`config.mk`:
```
export PLATFORM = sky130hd
export DESIGN_NAME = itt_inactivity_timer
export DESIGN_NICKNAME = d
export VERILOG_FILES = /design/src/verilog/itt_pkg.sv /design/src/verilog/itt_inactivity_timer.sv
export VERILOG_INCLUDE_DIRS = /design/src /design/src/verilog
export SDC_FILE = /design/constraint.sdc
export NUM_CORES = 1
export LEC_CHECK = 0
export BUFFER_PORTS_ARGS = -buffer_cell sky130_fd_sc_hd__buf_2
export CAP_MARGIN = 20
export CELL_PAD_IN_SITES_DETAIL_PLACEMENT = 1
export CELL_PAD_IN_SITES_GLOBAL_PLACEMENT = 1
export CORE_ASPECT_RATIO = 0.75
export CORE_MARGIN = 5
export CORE_UTILIZATION = 53
export CTS_BUF_LIST = sky130_fd_sc_hd__clkbuf_4
export CTS_CLUSTER_DIAMETER = 40
export DETAILED_ROUTE_END_ITERATION = 8
export PLACE_DENSITY_LB_ADDON = 0.1
export SKIP_LAST_GASP = 1
export SYNTH_ARGS = -nofsm -noshare
export SYNTH_HDL_FRONTEND = slang
export SYNTH_SLANG_ARGS = --single-unit
```
`constraint.sdc`:
```
create_clock -name mclk -period 4.9 [get_ports mclk]
set_input_delay 0.49 -clock mclk [delete_from_list [all_inputs] [get_ports mclk]]
set_output_delay 0.49 -clock mclk [all_outputs]
set_load 0.005 [all_outputs]
```
`src/verilog/itt_consts.svh`:
```
// Offsets, field positions, reset values and timing counts of the inactivity timer
// What this block does
// [RULE1] Timeout, trigger mask and expiry status decode at offsets 0 to 2; offset 3 is reserved.
// [RULE2] Any timeout write releases the expiry output high and sets the status bit to one.
// [RULE3] A non-zero timeout write activates the timer, loads the counter and starts counting.
// [RULE4] A non-zero write while running reloads the counter at once and counting continues.
// [RULE5] Writing zero halts the counter, deactivates the timer and makes all outputs inactive; irq_r stays set while an enabled sticky event is pending.
// [RULE6] The timeout is an 8-bit minute count, 1 to 255, with zero meaning off.
// [RULE7] Reset clears the timeout register, so the timer starts deactivated.
// [RULE8] An enabled interrupt line becoming active while the timer counts reloads the counter and restarts it.
// [RULE9] Mask bits 0 to 3 enable keyboard, mouse, serial 1 and serial 2; 7 to 4 reserved; reset 0.
// [RULE10] Status bit 0 reads the expiry level (0 expired, 1 inactive); bits 7 to 1 read zero.
// [RULE11] The status register is 01h after reset and whenever the timer is activated.
// [RULE12] The counter is an 8-bit down counter stepping once a minute while active.
// [RULE13] On reaching zero the counter stops, the expiry output goes low, status bit clears.
// [RULE14] The assigned interrupt stays asserted as long as the status bit reads zero.
// [RULE15] A prescaler makes the minute tick; trigger lines are synchronised, each assertion of an enabled line reloads while counting.
// [RULE16] A trigger coinciding with a tick wins: the counter reloads instead of decrementing.
`ifndef ITT_CONSTS_SVH
`define ITT_CONSTS_SVH

`define ITT_OFS_TIMEOUT    3'h0
`define ITT_OFS_MASK       3'h1
`define ITT_OFS_STATUS     3'h2
`define ITT_OFS_RESERVED   3'h3
`define ITT_OFS_IRQ_STAT   3'h4
`define ITT_OFS_IRQ_EN     3'h5
`define ITT_OFS_IRQ_CLR    3'h6

`define ITT_TIMEOUT_RST    8'h00
`define ITT_MASK_RST       8'h00
`define ITT_STATUS_RST     8'h01
`define ITT_MASK_BITS      4

`define ITT_EV_EXPIRE      0
`define ITT_EV_RELOAD      1
`define ITT_EV_BITS        2

`define ITT_CLK_HZ         64'd50000000
`define ITT_MINUTE_S       64'd60
`define ITT_MINUTE_CYCLES  (`ITT_MINUTE_S * `ITT_CLK_HZ)

`endif

```
`src/verilog/itt_pkg.sv`:
```
// Types shared by the inactivity timer
package itt_pkg;

  typedef struct packed {
    logic [2:0] addr;
    logic [7:0] wdata;
    logic       wr;
    logic       rd;
  } itt_bus_req_type;

  // Bit order matches the trigger mask layout
  typedef struct packed {
    logic ser2;
    logic ser1;
    logic mouse;
    logic keyboardIrqTrigger;
  } itt_trig_lines_type;

  typedef enum logic [2:0] {
    ITT_OFF     = 3'h1,
    ITT_RUN     = 3'h2,
    ITT_EXPIRED = 3'h4
  } itt_state_type;

endpackage

```
`src/verilog/itt_inactivity_timer.sv`:
```
// Inactivity timer: minute countdown reloaded by enabled peripheral interrupts
`timescale 1ns/1ps
`include "itt_consts.svh"

module itt_inactivity_timer #(
  parameter logic [31:0] MINUTE_CYCLES = 32'(`ITT_MINUTE_CYCLES)
) (
  input  wire logic                          mclk,
  input  wire logic                          resetn,
  input  wire itt_pkg::itt_bus_req_type      busReq,
  output logic     [7:0]                     rdata_r,
  input  wire itt_pkg::itt_trig_lines_type   trigLines,
  output logic                               expiryOutN_r,
  output logic                               expiryIrqLevel_r,
  output logic                               irq_r
);

  itt_pkg::itt_state_type   state_r;
  logic [7:0]               timeoutMinutes_r;
  logic [7:0]               triggerEventMask_r;
  logic [7:0]               count_r;
  logic [31:0]              preCnt_r;
  logic [3:0]               trigSync1_r;
  logic [3:0]               trigSync2_r;
  logic [3:0]               trigPrev_r;
  logic [`ITT_EV_BITS-1:0]  irqStat_r;
  logic [`ITT_EV_BITS-1:0]  irqEn_r;
  logic [`ITT_EV_BITS-1:0]  events;
  logic                     wrTimeout;
  logic                     running;
  logic                     minuteTick;
  logic                     trigEvent;
  logic                     reloadNow;
  logic                     expireNow;
  logic [7:0]               expiryStatus;

  assign wrTimeout = busReq.wr && (busReq.addr == `ITT_OFS_TIMEOUT);
  assign running   = (state_r == itt_pkg::ITT_RUN);

  // Two-stage synchroniser on the asynchronous interrupt pins
  always_ff @(posedge mclk or negedge resetn) begin
    if (!resetn) begin
      trigSync1_r <= 4'h0;
      trigSync2_r <= 4'h0;
      trigPrev_r  <= 4'h0;
    end else begin
      trigSync1_r <= trigLines;
      trigSync2_r <= trigSync1_r;
      trigPrev_r  <= trigSync2_r;
    end
  end

  // Rising edge only, so a line held high reloads once per assertion
  assign trigEvent = |(trigSync2_r & ~trigPrev_r & triggerEventMask_r[3:0]); // RULE15 RULE8 RULE9

  // Minute prescaler restarts on every load so each period is a full minute
  always_ff @(posedge mclk or negedge resetn) begin
    if (!resetn) begin
      preCnt_r <= 32'h0;
    end else if (!running || wrTimeout || trigEvent || minuteTick) begin
      preCnt_r <= 32'h0;
    end else begin
      preCnt_r <= preCnt_r + 32'h1;
    end
  end

  assign minuteTick = running && (preCnt_r == MINUTE_CYCLES - 32'h1); // RULE15

  assign reloadNow = running && !wrTimeout && trigEvent; // RULE16
  assign expireNow = running && !wrTimeout && !trigEvent && minuteTick
                     && (count_r == 8'h01);

  // Register writes
  always_ff @(posedge mclk or negedge resetn) begin
    if (!resetn) begin
      timeoutMinutes_r   <= `ITT_TIMEOUT_RST; // RULE7
      triggerEventMask_r <= `ITT_MASK_RST;
    end else if (busReq.wr) begin
      case (busReq.addr)
        `ITT_OFS_TIMEOUT: begin
          timeoutMinutes_r <= busReq.wdata; // RULE6
        end
        `ITT_OFS_MASK: begin
          // Reserved upper bits are kept at zero
          triggerEventMask_r <= {4'h0, busReq.wdata[3:0]}; // RULE9
        end
        default: begin
        end
      endcase
    end
  end

  // Timer state and countdown
  always_ff @(posedge mclk or negedge resetn) begin
    if (!resetn) begin
      state_r <= itt_pkg::ITT_OFF;
      count_r <= 8'h00;
    end else if (wrTimeout) begin
      if (busReq.wdata != 8'h00) begin
        state_r <= itt_pkg::ITT_RUN; // RULE3 RULE4
        count_r <= busReq.wdata;
      end else begin
        state_r <= itt_pkg::ITT_OFF; // RULE5
        count_r <= 8'h00;
      end
    end else begin
      case (state_r)
        itt_pkg::ITT_OFF: begin
          state_r <= itt_pkg::ITT_OFF;
        end
        itt_pkg::ITT_RUN: begin
          if (reloadNow) begin
            count_r <= timeoutMinutes_r; // RULE8 RULE16
          end else if (expireNow) begin
            count_r <= 8'h00; // RULE13
            state_r <= itt_pkg::ITT_EXPIRED;
          end else if (minuteTick) begin
            count_r <= count_r - 8'h01; // RULE12
          end
        end
        itt_pkg::ITT_EXPIRED: begin
          // Counter stays at zero until software writes the timeout
          state_r <= itt_pkg::ITT_EXPIRED;
        end
        default: begin
          state_r <= itt_pkg::ITT_OFF;
        end
      endcase
    end
  end

  // Active-low expiry output; its level is also the status bit
  always_ff @(posedge mclk or negedge resetn) begin
    if (!resetn) begin
      expiryOutN_r <= 1'b1; // RULE11
    end else if (wrTimeout) begin
      expiryOutN_r <= 1'b1; // RULE2 RULE5 RULE11
    end else if (expireNow) begin
      expiryOutN_r <= 1'b0; // RULE13
    end
  end

  assign expiryStatus = {7'h00, expiryOutN_r}; // RULE10

  // Level for an interrupt line routed to the timer, one cycle behind the status bit
  always_ff @(posedge mclk or negedge resetn) begin
    if (!resetn) begin
      expiryIrqLevel_r <= 1'b0;
    end else begin
      expiryIrqLevel_r <= !expiryOutN_r; // RULE14
    end
  end

  // Sticky event status; a new event beats a clear in the same cycle
  assign events = {reloadNow, expireNow};

  always_ff @(posedge mclk or negedge resetn) begin
    if (!resetn) begin
      irqStat_r <= '0;
      irqEn_r   <= '0;
    end else begin
      if (busReq.wr && busReq.addr == `ITT_OFS_IRQ_CLR) begin
        irqStat_r <= (irqStat_r & ~busReq.wdata[`ITT_EV_BITS-1:0]) | events;
      end else begin
        irqStat_r <= irqStat_r | events;
      end
      if (busReq.wr && busReq.addr == `ITT_OFS_IRQ_EN) begin
        irqEn_r <= busReq.wdata[`ITT_EV_BITS-1:0];
      end
    end
  end

  always_ff @(posedge mclk or negedge resetn) begin
    if (!resetn) begin
      irq_r <= 1'b0;
    end else begin
      irq_r <= |(irqStat_r & irqEn_r);
    end
  end

  // Read data stands only in the cycle after the read strobe
  always_ff @(posedge mclk or negedge resetn) begin
    if (!resetn) begin
      rdata_r <= 8'h00;
    end else if (busReq.rd) begin
      case (busReq.addr)
        `ITT_OFS_TIMEOUT:  rdata_r <= timeoutMinutes_r; // RULE1
        `ITT_OFS_MASK:     rdata_r <= triggerEventMask_r; // RULE1
        `ITT_OFS_STATUS:   rdata_r <= expiryStatus; // RULE1 RULE10
        `ITT_OFS_IRQ_STAT: rdata_r <= {6'h00, irqStat_r};
        `ITT_OFS_IRQ_EN:   rdata_r <= {6'h00, irqEn_r};
        default:           rdata_r <= 8'h00; // RULE1
      endcase
    end else begin
      rdata_r <= 8'h00;
    end
  end
endmodule

```
Word-level counts from Yosys, hierarchy flattened:

Index checks and enable logic that the tools add are counted.

* flip-flop bits (word level): 82
* input bits: 19
* output and inout port bits: 11
* word-level logic and storage cells: 79

* add/sub/neg operators: 2
* equality and inequality tests: 11
* multiplexer cells: 17
* bitwise gates (word level): 8
* reductions and logical operators: 27

Operators with widths (number)
* $mux W8: 7
* $pmux W8 S5: 1
* $add A32 B1 Y32 const B: 1
* $eq A32 B32 Y1 const B: 1
* $mux W32: 1
* $eq A3 B3 Y1 const B: 4
* $logic_and A1 B1 Y1: 9
* $mux W3: 3
* $and A4 B4 Y4: 2
* $eq A8 B1 Y1 const B: 1
* $reduce_and A2 Y1: 4
* $reduce_bool A8 Y1: 1
* $sub A8 B1 Y8 const B: 1
* $eq A3 B2 Y1 const B: 2
* $pmux W3 S2: 1
* $and A2 B2 Y2: 2
* $logic_not A1 Y1: 4
* $mux W2: 2
* $not A4 Y4: 1
* $or A2 B2 Y2: 2
* $reduce_bool A2 Y1: 2
* $reduce_bool A4 Y1: 1
* $reduce_or A4 Y1: 1
* $eq A3 B1 Y1 const B: 1
* other kinds (7): 10

Longest topological paths before layout:

* depth in word-level cells: 12
* mapped depth: 8

Worst setup path before layout:

Ideal clock, no wire load.

* path type: reg-to-reg
* start: register preCnt_r[15]
* end: register count_r[0]
* setup time: 140 ps
* arrival time: 2107 ps
* data required time: 4760 ps
* path slack: 2653 ps
* stages on the path, launching flop included: 8
* path buffers: 1
* period minus slack after synthesis: 2247 ps
* cells stage by stage: dfrtp_1 > or4_4 > nor4_4 > nand4_2 > o211a_2 > buf_6 > a222oi_1 > o41ai_2

* cells in the longest elaborated chain, start to end: 8
* elaborated cells between the ends (all ways): 10
* those cells by class: eq/ne: 1; mux: 4; reduce/logical: 5

RTL lines
* start: declaration: RTL line itt_inactivity_timer.sv:22 `logic [31:0] preCnt_r;`
* start signal: assignment: RTL line itt_inactivity_timer.sv:63 `preCnt_r <= preCnt_r + 32'h1;`
* $eq A32 B32 Y1 *: RTL line itt_inactivity_timer.sv:67 `assign minuteTick = running && (preCnt_r == MINUTE_CYCLES - 32'h1);`
* $logic_and A1 B1 Y1 *: RTL line itt_inactivity_timer.sv:67
* $logic_and A1 B1 Y1: RTL line itt_inactivity_timer.sv:70 `assign expireNow = running && !wrTimeout && !trigEvent && minuteTick`
* $logic_and A1 B1 Y1: RTL line itt_inactivity_timer.sv:71 `&& (count_r == 8'h01);`
* $mux W8: RTL line itt_inactivity_timer.sv:114 `end else if (expireNow) begin`
* $mux W8: RTL line itt_inactivity_timer.sv:112 `if (reloadNow) begin`
* $mux W8: RTL line itt_inactivity_timer.sv:107 `case (state_r)`
* $mux W8: RTL line itt_inactivity_timer.sv:98 `end else if (wrTimeout) begin`
* end signal: assignment: RTL line itt_inactivity_timer.sv:101 `count_r <= busReq.wdata;`
* end signal: assignment: RTL line itt_inactivity_timer.sv:113 `count_r <= timeoutMinutes_r;`
* end signal: assignment: RTL line itt_inactivity_timer.sv:118 `count_r <= count_r - 8'h01;`
* end: declaration: RTL line itt_inactivity_timer.sv:21 `logic [7:0] count_r;`

Every way passes the cells marked *; elsewhere a longest branch is shown, timed or not. The select of a mux whose other input is x is not followed.
A chain may end at the register's enable or synchronous reset.

Final worst setup path:

* start: register preCnt_r[0]
* end: register count_r[5]

Same word-level chain as after synthesis.

==> key figures <==
Synth
  • Distinct cell type count after synthesis: 62
  • Cell count after synthesis: 372
  • Synth top cells by count: dfrtp_1 (80), nor2_1 (51), nand2_1 (41)
  • Fraction of registers with async set or reset after synthesis: 100%
  • Synthesized cell area: 3900 µm²
  • Sequential share of the synthesized area: 52.7%
  • Ys Warns: 0
  • EDFF count, synth: 0
  • Largest area contributor in the netlist: dfrtp_1
  • Syn avg cell area: 10.5 µm²
  • Mapped Nets: 394
  • Count leader, synth: dfrtp_1
  • Area contributors post-synth: dfrtp_1 (51%), nor2_1 (4.9%), xor2_1 (4.0%), nand2_1 (3.9%), xnor2_1 (2.7%)
  • Post-synth top area share: 51.4%
  • Register bit total from synthesis: 82
  • Main synth FF type: dfrtp_1

Layout
  • Share of post-route cells with drive strength above 1: 17.4%
  • Final #Nets: 424
  • Filler cells: 836
  • Fin area: 4310 µm²
  • Inserted Diodes: 0
  • Synthesis-to-finish area growth: 10.5%
  • Final core utilization: 59.3%

Clock network
  • CTS Buffer Depth: 2
  • CTS tree: yes
  • Insertion delay to the later sink of the worst-skew pair: 0.44 ns
  • Htree depth: 3
  • Root buffer cell: clkbuf_4
  • Clock sinks: 82
  • CTS Buf Count: 9
  • Clock Pin Slew Worst Setup and Hold Paths: 0.14 ns

Run status
  • Status: finished clean

Routing
  • Initial DRC count: 153
  • Final WL: 9750 µm
  • Drt pass-1 iters: 4
  • Routed wire per std cell: 19.2 µm
  • Vias: 2996
  • Vias per inst: 5.90
  • DRC Markers: 0
  • DRT antenna net count: 0

STA
  • Max Fclk: 379 MHz
  • Clock skew: 0.0298 ns
  • Worst Tran Pin Value: 0.934 ns
  • Hold Vio Cnt, Final: 0
  • Unrepaired setup endpoints after global routing: no
  • Final worst-path cycle share: 53.8%
  • Slew headroom: 37.5%
  • Final min period: 2.64 ns
  • Max Slew Vio Count: 0
  • Setup TNS: 0 ns
  • Final setup violation count: 0

Floorplanning
  • Core area: 7260 µm²
  • Die Ht: 84.3 µm
  • Die ar.: 9190 µm²
  • Initial core utilization: 53.7%
  • IO Count: 30
  • Rows: 27
  • Die width: 109 µm

Run
  • Max-cap check violation count: 0

Global routing
  • Vias in the first global route: 3061
  • Largest net degree at the start of global routing: 83
  • GR Overflow Total: 0
  • Initial antenna violation count: 0
  • First-pass GRT wire length: 16500 µm
  • All-Layer GR Usage: 22.9%

Worst setup path
  • Critical path startpoint category: flip-flop
  • FF-to-FF setup slack: 2.26 ns
  • Crit path DAT: 2.95 ns
  • Critical R2R Capture: count_r[5]$_DFFE_PN0P_
  • R2r startpoint: preCnt_r[0]$_DFF_PN0_
  • Max FO, Critical Path: 8
  • Critical path class: reg -> reg
  • R2R cell count: 7
  • CP Capture Type: flip-flop
  • Critical Path RT: 5.21 ns

Worst hold path
  • Hold depth: 1
  • Min-delay src: trigLines[3]
  • Min-Delay Endpoint: trigSync1_r[3]$_DFF_PN0_
  • Type of the most critical hold path: in -> reg

Placement
  • Post-DP Area: 4130 µm²
  • GPL Wtd Cong: 0.811
  • Dpl hpwl: 6640 µm
  • IO Port Bufs: 29

Power
  • Leak: 1.83 nW
  • PD cells: 305 nW/µm²
  • VDD IR max: 0.216 mV
[cells by family after synthesis]
group / count (synthesis) / synth area share, %
simple gates: 181 / 24.7
mux: 11 / 3.66
flops: 82 / 52.7
xor+xnor: 30 / 6.74
buf+inv: 22 / 2.54
compound gates: 43 / 8.73
fa+ha+maj: 3 / 0.963
[sequential cells by signal, indices dropped and copies added (netlist names), 4 cells and up]
name                cells
preCnt_r               32
count_r                 8
rdata_r                 8
timeoutMinutes_r        8
trigPrev_r              4
trigSync1_r             4
trigSync2_r             4
triggerEventMask_r      4
[layer usage]
layer  GRT usage [%]  vias up  part of all wire, %  routed length, µm
li1                -     1389                    -                  -
met1            35.4     1541                   49               4800
met2            32.4       56                   46               4470
met3            5.23       10                  3.9                384
met4            5.85        0                 0.91                 89
met5               0        -                    0                  0
[cells in the final DEF, fill, tap and decap left out, types with 4 or more instances in the layout]
cell,count
inv_1,8
xor2_1,18
a31oi_1,4
nor4_1,6
dfrtp_1,80
mux2_2,6
a21oi_1,5
nand4_1,14
and2_1,4
a32oi_1,4
nand3_1,17
nand3b_1,5
nand2_1,41
nor2_1,51
buf_2,28
nor3_1,8
and3_1,7
xnor2_1,12
clkbuf_4,9
[worst max-delay path by stage]
stage / from / to / slack, ns
3_3_place_gp: preCnt_r[0]$_DFF_PN0_ / count_r[3]$_DFFE_PN0P_ / 2.47
3_5_place_dp: preCnt_r[0]$_DFF_PN0_ / count_r[5]$_DFFE_PN0P_ / 2.35
4_1_cts: preCnt_r[0]$_DFF_PN0_ / count_r[5]$_DFFE_PN0P_ / 2.30
5_1_grt: preCnt_r[0]$_DFF_PN0_ / count_r[5]$_DFFE_PN0P_ / 2.13
2_1_floorplan: preCnt_r[15]$_DFF_PN0_ / count_r[0]$_DFFE_PN0P_ / 2.65
6_report: preCnt_r[0]$_DFF_PN0_ / count_r[5]$_DFFE_PN0P_ / 2.26
[final cells by class]
class / count / area (µm²) / share of cell area, %
Clock inverter: 7 / 76.3 / 1.77
Inverter: 8 / 30.0 / 0.697
Sequential cell: 82 / 2050 / 47.7
Timing Repair Buffer: 33 / 200 / 4.65
Multi-Input combinational cell: 268 / 1750 / 40.7
Tap cell: 101 / 126 / 2.93
Clock buffer: 9 / 67.6 / 1.57
[report_power, final]
| group | switching [mW] | leakage [nW] | internal, mW |
|---|---|---|---|
| registers | 0.0379 | 1.06 | 0.717 |
| clock network | 0.253 | 0.0746 | 0.159 |
| logic | 0.0881 | 0.700 | 0.0597 |
| total | 0.379 | 1.83 | 0.936 |
[metrics by stage]
step           hold WS [ns]  std cells  total power [mW]  setup WS [ns]
2_1_floorplan         0.194        372             0.845           2.65
3_3_place_gp          0.334        490             0.902           2.47
3_5_place_dp          0.336        490             0.910           2.35
4_1_cts               0.117        506              1.32           2.30
5_1_grt              0.0988        508              1.38           2.13
6_report              0.151        508              1.31           2.26
[critical path, stage by stage, from the launching register on]
cell,delay (ns)
dfrtp_1,0.42
ha_1,0.24
nand4_1,0.22
nor4_1,0.55
nand4_2,0.34
a21oi_4,0.35
nor2_1,0.10
a221o_1,0.31
[repair_timing]
action	CTS	global route
endpoints found under the hold margin	0	9
resized for setup	0	0
setup buffers	0	0
hold buffers	0	1
Note: power is estimated with default switching activity, not from simulation.
